==> src/csr_pkg.sv <==
// Package of constants and types for the processor status register block
package csr_pkg;
  // ------------------------------------------------------------------
  // Address map
  // ------------------------------------------------------------------
  localparam logic [8:0] CPU_STATUS_BANK0 = 9'h003;
  localparam logic [8:0] CPU_STATUS_BANK1 = 9'h083;
  localparam logic [8:0] CPU_STATUS_BANK2 = 9'h103;
  localparam logic [8:0] CPU_STATUS_BANK3 = 9'h183;
  localparam logic [6:0] CPU_STATUS_LOW7 = 7'h03;
  // ------------------------------------------------------------------
  // Field positions
  // ------------------------------------------------------------------
  localparam int BIT_CARRY = 0;
  localparam int BIT_DIGIT_CARRY = 1;
  localparam int BIT_ZERO = 2;
  localparam int BIT_POWERDOWN_N = 3;
  localparam int BIT_TIMEOUT_N = 4;
  localparam int BIT_BANK_LO = 5;
  localparam int BIT_BANK_HI = 6;
  localparam int BIT_INDIRECT_BANK = 7;
  // Software-writable bits outside the arithmetic flags
  localparam logic [7:0] SW_BANK_MASK = 8'hE0;
  localparam logic [7:0] ARITH_MASK = 8'h07;
  // ------------------------------------------------------------------
  // Reset values
  // ------------------------------------------------------------------
  localparam logic [2:0] BANK_RESET = 3'h0;
  localparam logic [7:0] STATUS_RESET = 8'h18;
  localparam logic ONE = 1'b1;
  localparam logic ZERO = 1'b0;
  localparam logic [7:0] READ_ZERO = 8'h00;
  // ------------------------------------------------------------------
  // ALU operation codes
  // ------------------------------------------------------------------
  typedef enum logic [2:0] {
    CSR_OP_NONE = 3'h0,
    CSR_OP_ADD = 3'h1,
    CSR_OP_SUB = 3'h2,
    CSR_OP_LOGIC = 3'h3,
    CSR_OP_CLEAR = 3'h4,
    CSR_OP_MOVE = 3'h5
  } csr_op_t;
  // Reset cause events
  typedef enum logic [3:0] {
    CSR_EV_IDLE = 4'h1,
    CSR_EV_WDT_TIMEOUT = 4'h2,
    CSR_EV_SLEEP = 4'h4,
    CSR_EV_CLRWDT = 4'h8
  } csr_ev_t;
endpackage

==> src/csr_alu_flags.sv <==
// Flag generator: zero, digit carry and carry for the executing operation
`timescale 1ns/1ps
module csr_alu_flags (
  input wire logic [7:0] a,
  input wire logic [7:0] b,
  input wire csr_pkg::csr_op_t op,
  input wire logic [7:0] logic_result,
  output logic [7:0] result,
  output logic zero,
  output logic digit_carry,
  output logic carry,
  output logic dc_c_valid
);
  logic [4:0] nib;
  logic [8:0] full;
  always_comb begin
    nib = 5'h00;
    full = 9'h000;
    result = logic_result;
    dc_c_valid = 1'b0;
    unique case (op)
      csr_pkg::CSR_OP_ADD: begin
        nib = {1'b0, a[3:0]} + {1'b0, b[3:0]};
        full = {1'b0, a} + {1'b0, b};
        dc_c_valid = 1'b1;
      end
      csr_pkg::CSR_OP_SUB: begin
        // a - b as a + ~b + 1: carry-outs are inverted borrows
        nib = {1'b0, a[3:0]} + {1'b0, ~b[3:0]} + 5'h01;
        full = {1'b0, a} + {1'b0, ~b} + 9'h001;
        dc_c_valid = 1'b1;
      end
      csr_pkg::CSR_OP_CLEAR: begin
        result = csr_pkg::READ_ZERO;
      end
      default: begin
      end
    endcase
    if (dc_c_valid) begin
      result = full[7:0];
    end
    zero = (result == csr_pkg::READ_ZERO);
    digit_carry = nib[4];
    carry = full[8];
  end
endmodule

==> src/csr_status.sv <==
// Processor status register: flags, reset cause bits and bank selects
`timescale 1ns/1ps
// Overview of operation
// - The status register answers at 03h, 83h, 103h and 183h, in every bank.
// - Any instruction may name the status register as its destination.
// - Flag-affecting ops aimed at the status register do not write Z, DC, C by data.
// - Software writes never change the time-out and power-down bits.
// - Clear-file on the status register zeroes bank bits, sets Z, keeps the rest.
// - In subtraction carry is an inverted borrow and digit carry an inverted digit borrow.
// - Unimplemented locations of this map read as zero.
module csr_status (
  clk,
  resetn,
  op,
  op_a,
  op_b,
  logic_result,
  flags_affected,
  dest_file,
  wr_en,
  addr_low7,
  fsr,
  ev,
  rd_en,
  rd_addr,
  rd_data,
  result,
  status_q_out,
  direct_addr,
  indirect_addr,
  indirect_bank_select,
  direct_bank_select_hi,
  direct_bank_select_lo,
  timeout_flag_n,
  powerdown_flag_n,
  zero_flag,
  digit_carry_flag,
  carry_flag
);
  input wire logic clk;
  input wire logic resetn;
  input wire csr_pkg::csr_op_t op;
  input wire logic [7:0] op_a;
  input wire logic [7:0] op_b;
  input wire logic [7:0] logic_result;
  input wire logic flags_affected;
  input wire logic dest_file;
  input wire logic wr_en;
  input wire logic [6:0] addr_low7;
  input wire logic [7:0] fsr;
  input wire csr_pkg::csr_ev_t ev;
  input wire logic rd_en;
  input wire logic [8:0] rd_addr;
  output logic [7:0] rd_data;
  output logic [7:0] result;
  output logic [7:0] status_q_out;
  output logic [8:0] direct_addr;
  output logic [8:0] indirect_addr;
  output logic indirect_bank_select;
  output logic direct_bank_select_hi;
  output logic direct_bank_select_lo;
  output logic timeout_flag_n;
  output logic powerdown_flag_n;
  output logic zero_flag;
  output logic digit_carry_flag;
  output logic carry_flag;

  // ------------------------------------------------------------------
  // State
  // ------------------------------------------------------------------
  typedef struct packed {
    logic [7:0] status;
    logic [7:0] rd_data;
  } csr_state_t;

  csr_state_t s_q;
  csr_state_t s_d;

  logic alu_z;
  logic alu_dc;
  logic alu_c;
  logic alu_dcc_valid;
  logic [7:0] alu_res;
  logic [8:0] wr_full_addr;
  logic hit_wr;

  function automatic logic is_status_addr(input logic [8:0] adr);
    is_status_addr = (adr == csr_pkg::CPU_STATUS_BANK0) ||
      (adr == csr_pkg::CPU_STATUS_BANK1) ||
      (adr == csr_pkg::CPU_STATUS_BANK2) ||
      (adr == csr_pkg::CPU_STATUS_BANK3);
  endfunction

  csr_alu_flags u_flags (
    .a(op_a),
    .b(op_b),
    .op(op),
    .logic_result(logic_result),
    .result(alu_res),
    .zero(alu_z),
    .digit_carry(alu_dc),
    .carry(alu_c),
    .dc_c_valid(alu_dcc_valid)
  );

  // ------------------------------------------------------------------
  // Bank addressing
  // ------------------------------------------------------------------
  assign direct_addr = {s_q.status[csr_pkg::BIT_BANK_HI],
    s_q.status[csr_pkg::BIT_BANK_LO], addr_low7};
  assign indirect_addr = {s_q.status[csr_pkg::BIT_INDIRECT_BANK], fsr};
  assign wr_full_addr = direct_addr;
  assign hit_wr = wr_en && dest_file && is_status_addr(wr_full_addr);

  // ------------------------------------------------------------------
  // Next state
  // ------------------------------------------------------------------
  always_comb begin
    s_d = s_q;
    // Data write first, then flag logic overrides the arithmetic bits
    if (hit_wr) begin
      if (flags_affected) begin
        // Only bank bits take data; Z, and DC/C on add/sub only, come from flag logic
        s_d.status = (s_q.status & ~csr_pkg::SW_BANK_MASK) |
          (alu_res & csr_pkg::SW_BANK_MASK);
      end else begin
        s_d.status = (s_q.status & ~(csr_pkg::SW_BANK_MASK | csr_pkg::ARITH_MASK)) |
          (alu_res & (csr_pkg::SW_BANK_MASK | csr_pkg::ARITH_MASK));
      end
    end
    if (wr_en && flags_affected) begin
      s_d.status[csr_pkg::BIT_ZERO] = alu_z;
      if (alu_dcc_valid) begin
        s_d.status[csr_pkg::BIT_DIGIT_CARRY] = alu_dc;
        s_d.status[csr_pkg::BIT_CARRY] = alu_c;
      end
    end
    // Reset cause bits: only hardware events move them
    unique case (ev)
      csr_pkg::CSR_EV_WDT_TIMEOUT: begin
        s_d.status[csr_pkg::BIT_TIMEOUT_N] = csr_pkg::ZERO;
      end
      csr_pkg::CSR_EV_SLEEP: begin
        s_d.status[csr_pkg::BIT_TIMEOUT_N] = csr_pkg::ONE;
        s_d.status[csr_pkg::BIT_POWERDOWN_N] = csr_pkg::ZERO;
      end
      csr_pkg::CSR_EV_CLRWDT: begin
        s_d.status[csr_pkg::BIT_TIMEOUT_N] = csr_pkg::ONE;
        s_d.status[csr_pkg::BIT_POWERDOWN_N] = csr_pkg::ONE;
      end
      default: begin
      end
    endcase
    // Read port: one-cycle latency, zero for anything but this register
    s_d.rd_data = csr_pkg::READ_ZERO;
    if (rd_en && is_status_addr(rd_addr)) begin
      s_d.rd_data = s_q.status;
    end
  end

  always_ff @(posedge clk or negedge resetn) begin
    if (!resetn) begin
      // Power-up value: banks 0, reset cause bits high, flags cleared
      s_q.status <= csr_pkg::STATUS_RESET;
      s_q.rd_data <= csr_pkg::READ_ZERO;
    end else begin
      s_q <= s_d;
    end
  end

  assign rd_data = s_q.rd_data;
  assign result = alu_res;
  assign status_q_out = s_q.status;
  assign indirect_bank_select = s_q.status[csr_pkg::BIT_INDIRECT_BANK];
  assign direct_bank_select_hi = s_q.status[csr_pkg::BIT_BANK_HI];
  assign direct_bank_select_lo = s_q.status[csr_pkg::BIT_BANK_LO];
  assign timeout_flag_n = s_q.status[csr_pkg::BIT_TIMEOUT_N];
  assign powerdown_flag_n = s_q.status[csr_pkg::BIT_POWERDOWN_N];
  assign zero_flag = s_q.status[csr_pkg::BIT_ZERO];
  assign digit_carry_flag = s_q.status[csr_pkg::BIT_DIGIT_CARRY];
  assign carry_flag = s_q.status[csr_pkg::BIT_CARRY];

  // ------------------------------------------------------------------
  // Assertions
  // ------------------------------------------------------------------
  property p_mirror;
    @(posedge clk) disable iff (!resetn)
      rd_en && is_status_addr(rd_addr) && !hit_wr && ev == csr_pkg::CSR_EV_IDLE
      |=> rd_data == $past(s_q.status);
  endproperty
  a_mirror: assert property (p_mirror) else $error("status read mismatch");

  property p_unmapped;
    @(posedge clk) disable iff (!resetn)
      !(rd_en && is_status_addr(rd_addr)) |=> rd_data == 8'h00;
  endproperty
  a_unmapped: assert property (p_unmapped) else $error("unmapped read not zero");

  property p_to_pd_sw;
    @(posedge clk) disable iff (!resetn)
      ev == csr_pkg::CSR_EV_IDLE |=> $stable(s_q.status[4:3]);
  endproperty
  a_to_pd_sw: assert property (p_to_pd_sw) else $error("reset cause bits changed");

  property p_clear;
    @(posedge clk) disable iff (!resetn)
      hit_wr && flags_affected && op == csr_pkg::CSR_OP_CLEAR
      ##0 ev == csr_pkg::CSR_EV_IDLE
      |=> s_q.status[7:5] == 3'h0 && s_q.status[2] &&
        s_q.status[4:3] == $past(s_q.status[4:3]) &&
        s_q.status[1:0] == $past(s_q.status[1:0]);
  endproperty
  a_clear: assert property (p_clear) else $error("clear-file result wrong");

  property p_data_write;
    @(posedge clk) disable iff (!resetn)
      hit_wr && !flags_affected |=> s_q.status[7:5] == $past(alu_res[7:5]) &&
        s_q.status[2:0] == $past(alu_res[2:0]);
  endproperty
  a_data_write: assert property (p_data_write) else $error("plain write lost");

  property p_flag_block;
    @(posedge clk) disable iff (!resetn)
      hit_wr && flags_affected && alu_dcc_valid |=>
        s_q.status[1:0] == $past({alu_dc, alu_c});
  endproperty
  a_flag_block: assert property (p_flag_block) else $error("data wrote arith flags");

  property p_sub_borrow;
    @(posedge clk) disable iff (!resetn)
      wr_en && flags_affected && op == csr_pkg::CSR_OP_SUB |=>
        s_q.status[0] == ($past(op_a) >= $past(op_b));
  endproperty
  a_sub_borrow: assert property (p_sub_borrow) else $error("borrow sense wrong");

  // Whatever bank is selected, low address 03h must reach this register
  property p_bank;
    @(posedge clk) disable iff (!resetn)
      (wr_en && dest_file && addr_low7 == csr_pkg::CPU_STATUS_LOW7) == hit_wr;
  endproperty
  a_bank: assert property (p_bank) else $error("bank mirror decode wrong");

  property p_zero;
    @(posedge clk) disable iff (!resetn)
      wr_en && flags_affected |=> s_q.status[2] == ($past(alu_res) == 8'h00);
  endproperty
  a_zero: assert property (p_zero) else $error("zero flag wrong");

  c_clear: cover property (@(posedge clk) hit_wr && op == csr_pkg::CSR_OP_CLEAR);
  c_sub: cover property (@(posedge clk) wr_en && flags_affected && op == csr_pkg::CSR_OP_SUB);
  c_sleep: cover property (@(posedge clk) ev == csr_pkg::CSR_EV_SLEEP);
  c_bank3: cover property (@(posedge clk) s_q.status[6:5] == 2'h3);
endmodule

==> config.mk <==
export PLATFORM = sky130hd
export DESIGN_NAME = csr_status
export DESIGN_NICKNAME = d
export VERILOG_FILES = /design/src/csr_pkg.sv /design/src/csr_alu_flags.sv /design/src/csr_status.sv
export SDC_FILE = /design/constraint.sdc
export NUM_CORES = 1
export LEC_CHECK = 0
export ABC_CLOCK_PERIOD_IN_PS = 2800
export BUFFER_PORTS_ARGS = -buffer_cell sky130_fd_sc_hd__buf_2
export CAP_MARGIN = 20
export CORE_MARGIN = 3
export CORE_UTILIZATION = 25
export CTS_CLUSTER_DIAMETER = 60
export CTS_CLUSTER_SIZE = 24
export DETAILED_ROUTE_END_ITERATION = 7
export PLACE_DENSITY = 0.52
export SYNTH_ARGS = -nofsm -noshare
export SYNTH_HDL_FRONTEND = slang
export SYNTH_HIERARCHICAL = 1
export SYNTH_SLANG_ARGS = --single-unit
==> constraint.sdc <==
create_clock -name clk -period 2.8 [get_ports clk]
set_input_delay 0.42 -clock clk [delete_from_list [all_inputs] [get_ports clk]]
set_output_delay 0.42 -clock clk [all_outputs]
set_load 0.05 [all_outputs]
; Yosys cells after proc, flatten, opt, wreduce, memory -nomap -nowiden
; Cells that the tools add are included.
[word_totals]
reg_bits = 16
inputBits = 61
elab_cells = 58
[classes]
add_sub_neg = 6
n_eq_ne = 14
n_mux = 12
bitwise = 4
reduce_logical = 16
[ops]
columns = op, count
row1 = $eq 9x9->1 const B, 4
row2 = $mux 8, 4
row3 = $add 8x8->9, 2
row4 = $eq 9x2->1 const B, 2
row5 = $eq 9x8->1 const B, 2
row6 = $pmux 9 s2, 1
row7 = $or 5x8->8, 2
row8 = $add 4x4->5, 2
row9 = $pmux 5 s2, 1
row10 = $add 9x1->9 const B, 1
row11 = $logic_not 8->1, 1
row12 = $not 8->8, 1
row13 = $logic_or 1x1->1, 6
row14 = $reduce_bool 3->1, 2
row15 = $add 5x1->5 const B, 1
row16 = $mux 5, 1
row17 = $eq 4x2->1 const B, 1
row18 = $eq 4x3->1 const B, 1
row19 = $eq 4x4->1 const B, 1
row20 = $logic_and 1x1->1, 4
row21 = $not 4->4, 1
row22 = $pmux 1 s2, 2
row23 = $reduce_or 2->1, 2
row24 = $eq 3x1->1 const B, 1
row25 = 6 further kinds, 6

; Longest topological paths before layout
[logic_depth]
ltp_word = 10
ltp_mapped = 11
mapped_depth_nobuf = 11

; Hierarchy
; Netlist, hierarchy kept.
[modules_own_cells]
columns = mod, n_inst, cells_each, area_per_inst_um2, seq_area_each_um2
row1 = csr_alu_flags, 1, 130, 1007.2, 0.0
row2 = csr_status, 1, 88, 927.1, 402.9

; Worst setup path after synthesis
; Ideal clock, no wire load.
[synth_path]
path_kind = in2reg
start = in op[0]
end = reg s_q (netlist bit status_q_out[2])
setup_ns = 0.139
arrival_time_ns = 2.896
required_ns = 2.661
path_slack_ns = -0.235
cell_stages = 9
n_path_buf = 1
cell_sequence = buf_6 -> xor2_2 -> and2_1 -> a221oi_1 -> or3_1 -> nor4_1 -> nor4b_2 -> nand3_1 -> o221ai_1
[synth_via]
elab_cells_between_ends = 13
cone_classes = 3 x eq/ne / 7 x mux / 1 x bitwise / 2 x reduce/logical
[synth_lines]
columns = item, line
row1 = from (decl), csr_status.sv:42  ; input wire csr_pkg::csr_op_t op;
row2 = $eq 3x1->1 / $eq 3x2->1 (equally long branches), csr_alu_flags.sv:21  ; unique case (op)
row3 = $reduce_or 2->1 (no line) (*), -
row4 = $mux 1 (*), csr_alu_flags.sv:21
row5 = net alu_dcc_valid, csr_status.sv:82  ; logic alu_dcc_valid;
row6 = $mux 8 (*), csr_alu_flags.sv:39  ; if (dc_c_valid) begin
row7 = net result[0], csr_status.sv:55  ; output logic [7:0] result;
row8 = $logic_not 8->1 (*), csr_alu_flags.sv:42  ; zero = (result == csr_pkg::READ_ZERO);
row9 = net alu_z, csr_status.sv:79  ; logic alu_z;
row10 = $mux 3 (*), csr_status.sv:131  ; if (wr_en && flags_affected) begin
row11 = to (decl), csr_status.sv:76  ; csr_state_t s_q;
; Mark *: on every way through the listed nets, which the timed path passes. The rest lies on a longest branch. The select of a mux whose other input is x is not followed.
; A chain may end at the register's enable or synchronous reset.

; Worst setup path after layout
[layout_path]
start = in op_b[0]
end = out result[6]
[layout_via]
elab_chain_len = 5
elab_cells_between_ends = 6
cone_classes = 3 x add/sub / 2 x mux / 1 x bitwise
[layout_rtl]
columns = item, line
row1 = from (decl), csr_status.sv:44  ; input wire logic [7:0] op_b;
row2 = $not 8->8, csr_alu_flags.sv:30  ; full = {1'b0, a} + {1'b0, ~b} + 9'h001;
row3 = $add 8x8->9, csr_alu_flags.sv:30
row4 = $add 9x1->9, csr_alu_flags.sv:30
row5 = $pmux 9 s2 (*), csr_alu_flags.sv:21
row6 = $mux 8 (*), csr_alu_flags.sv:39
row7 = to (decl), csr_status.sv:55
; Every way passes the cells marked *; elsewhere a longest branch is shown, timed or not.

==> metrics.md <==
| Metric | Value |
|---|---|
| Status | finished, violations left |
| Failing checks | setup timing |
| Maximum vdd drop | approximately 0.00015 V |
| Setup crit end kind | primary output |
| Total Wirelength | 5390 µm |
| Core box area | 7370 µm² |
| Leakage power | around 1.4 nW |
| Net Count, Synth | 298 |
| H-tree depth | 1 |
| Synthesized area | 1930 µm² |
| Dpl cell area | 2480 µm² |
| GRT overflow | 0 |
| M3 GR Usage | 1.04% |
| Worst path max stage delay | 0.35 ns |
| Crit path max-delay family | compound AO/OA/AOI/OAI gates |
| Fin cells | between 400 and 500 |
| Die ar. | ~8800 µm² |
| Pwr dens | approximately 380 nW/µm² |
| Max-cap violation count | 0 |
| Inserted Clock Buffers | 3 |
| Slew HR | 70.0% |
| Worst-Skew Late Latency | between 0.2 and 0.25 ns |
| Fraction of registers with async set/reset | 100% |
| Max Buffers Root-to-Sink | 2 |
| Final setup fails | 1 |
| Post-DRT Antenna Nets | 0 |
| Pin count of the biggest net entering global routing | 17 |
| Fmax | around 0.35 GHz |
| Leading cell types by count after synthesis | buf_4 (27), inv_1 (24), ha_1 (17), a21oi_1 (14), dfrtp_1 (14) |
| All-Layer GR Usage | a little under an eighth |
| RR Startpoint | status_q_out[4] |
| Final net count | roughly 400 |
| Register Area | 403 µm² |
| Io pins | 111 |
| Register area share after synthesis | a little over a fifth |
| Synth Warn # | 6 |
| Vias in the first global route | 1,748 |
| Slowest-stage cell, CP | fa_2 |
| Tcrit/Tclk final | 101% |
| Final Max Tran Viols | 0 |
| Area contributors post-synth | dfrtp_1 (18%), ha_1 (11%), buf_4 (10%), inv_1 (4.7%), a21oi_1 (3.6%) |
| HPWL Detailed | between 4000 and 5000 µm |
| Design Area, Final | 2720 µm² |
| Crit path max fanout | 3 |
| Distinct cells, synth | 57 |
| Initial antenna violation count | 0 |
| Share of cells above drive strength 1 | 52.1% |
| Flop2flop setup slack | 1.93 ns |
| Initial Utilization | 26.2% |
| Final Wtd Congestion | 0.779 |
| Buf+Inv Stages, Crit Path | 3 |
| Cell taking the most area after synthesis | dfrtp_1 |
| Wire length per cell | 13.0 µm |
| Arrival time worst endpoint | 2.41 ns |
| Skew final | roughly 0.0028 ns |
| Crit Path Class | primary input to primary output |
| Placed instance count | 403 |
| R2r endpoint | status_q_out[4] |
| Power, Total | between 1 and 1.5 mW |
| Syn-to-layout area delta | 40.6% |
| Post-synth top area share | between 10% and 20% |
| FF+latch count, synth | 16 |
| Area of the multi-input gates | between 1000 and 1500 µm² |
| Routed vias/inst | 4.66 |
| Setup ws final | -0.0338 ns |
| Via count | 1,930 |
| Core Rows | 31 |
| Actual slew at the worst max-slew pin | 0.444 ns |
| Ant. Diodes | 0 |
| DRC | 0 |
| Met2 Usage GRT | 20.3% |
| Synth Flop Type | dfrtp_1 |
| Mapped Cells | between 200 and 250 |
| CTS root buf | clkbuf_8 |
| Mapped Avg Cell Area | 8.87 µm² |
| First-pass GRT wire length | around 8000 µm |
| Tmin final | 2.83 ns |
| Worst Path Required | 2.38 ns |
| Most frequent cell after synthesis | buf_4 |
| Die Wd | between 90 and 100 µm |
| Post-synth EDFFs | 0 |
| Clock sink count | 16 |
| FF-to-FF path depth | 2 |
| CP Cell Sequence | buf_8, ha_4, inv_2, fa_2, o21bai_1, a21oi_2, o31a_1, a221o_1, a22o_1, buf_6 |
| Port buffer count | 92 |
| Clock transition at path regs | 0.06 ns |
| Number of iterations in the first detailed-routing pass | 4 |
| RSZ-0062 raised after global routing | true |
| GR Util met1 | between 10 and 15% |
| Die H | approximately 94 µm |
| Most used routing layer in global routing | met2 |
| # fillers | 798 |
| CTS tree | built |
| First-iteration detailed-routing DRC count | 58 |
| Final hold vios | 0 |
| Min-delay worst type | primary input to async pin |
| Critical path launch point type | primary input |
where the power goes:
group / switching [mW] / leakage (nW) / internal [mW]
Sequential: 0.0125 / 0.215 / 0.246
Clock: 0.0721 / 0.0288 / 0.125
Combinational: 0.358 / 1.16 / 0.220
Total: 0.443 / 1.41 / 0.590
layer usage:
layer / share of wire, % / vias to the layer above
met1: 43 / 902
li1: - / 958
met3: 6.1 / 4
met5: 0 / -
met4: 0.71 / 0
met2: 50 / 66
logic make-up (layout without fill, tap and decap cells):
logic type                 count (synthesis)  in the layout  share of synthesized area [%]
AOI/OAI and AO/OA                         58             58                           22.8
xor gates and xnor gates                   1              1                          0.841
buffers and inverters                     57            154                           17.2
DFF                                       16             16                           20.8
and+or+nand+nor                           62             62                           21.9
adders and majority gates                 19             19                           13.1
muxes                                      5              5                           3.36
through the flow:
step,utilization (%),setup TNS (ns),hold WS [ns],setup WS (ns)
detailed placement,33.7,-0.350,0.343,-0.100
finish,36.9,-0.0338,0.0692,-0.0338
global placement,33.7,-0.314,0.343,-0.0938
global route,36.9,-0.215,0.0860,-0.0950
floorplan,-,0,0.124,0.0119
CTS,35.0,0,0.0777,0.00129
worst max path at each step:
stage | start | to | cells after the start
4_1_cts | op_b[1] | result[5] | 9
3_3_place_gp | op_b[0] | result[6] | 10
2_1_floorplan | op_a[0] | status_q_out[2] | 10
5_1_grt | op_a[1] | result[6] | 9
6_report | op_b[0] | result[6] | 10
3_5_place_dp | op_a[0] | status_q_out[2] | 12
flip-flops by register name (all words and copies together) (netlist names):
| name | count |
|---|---|
| rd_data | 8 |
| status_q_out | 8 |
cell usage in the layout, fill, tap and decap left out, types with 3 or more instances in the layout:
master    instances
o221ai_1          6
a21oi_1          10
dfrtp_1          14
nand4_1           3
nor2b_1           3
nand3_1           4
a221o_1           6
buf_2            86
a21oi_2           3
o21ai_0           4
clkbuf_8          4
a21o_1            4
nand2_1           8
a22o_1            4
nor2_1            7
mux2_4            3
or3_1             3
buf_4            34
and2_1           10
ha_1             15
nor3_1            3
inv_1            23
buf_6             4
worst reg2reg max path: cells and delay by family (launching register included):
family | cells | cell delay [ns]
compound gates | 2 | 0.24
flops | 1 | 0.56
cell type report:
type,instances,area share (%)
Multi-Input combinational cell,145,47.7
Timing Repair Buffer,125,27.4
Sequential cell,16,14.8
Tap cell,99,4.56
Inverter,25,3.45
Clock buffer,4,2.02
what timing repair did:
action                                  CTS  global route
hold buffers                              0             0
gates resized for setup                   8            21
endpoints found under the setup margin    3             4
pin swaps                                 1            11
buffers inserted                          1             6
Power figures use the tool's default switching activity.
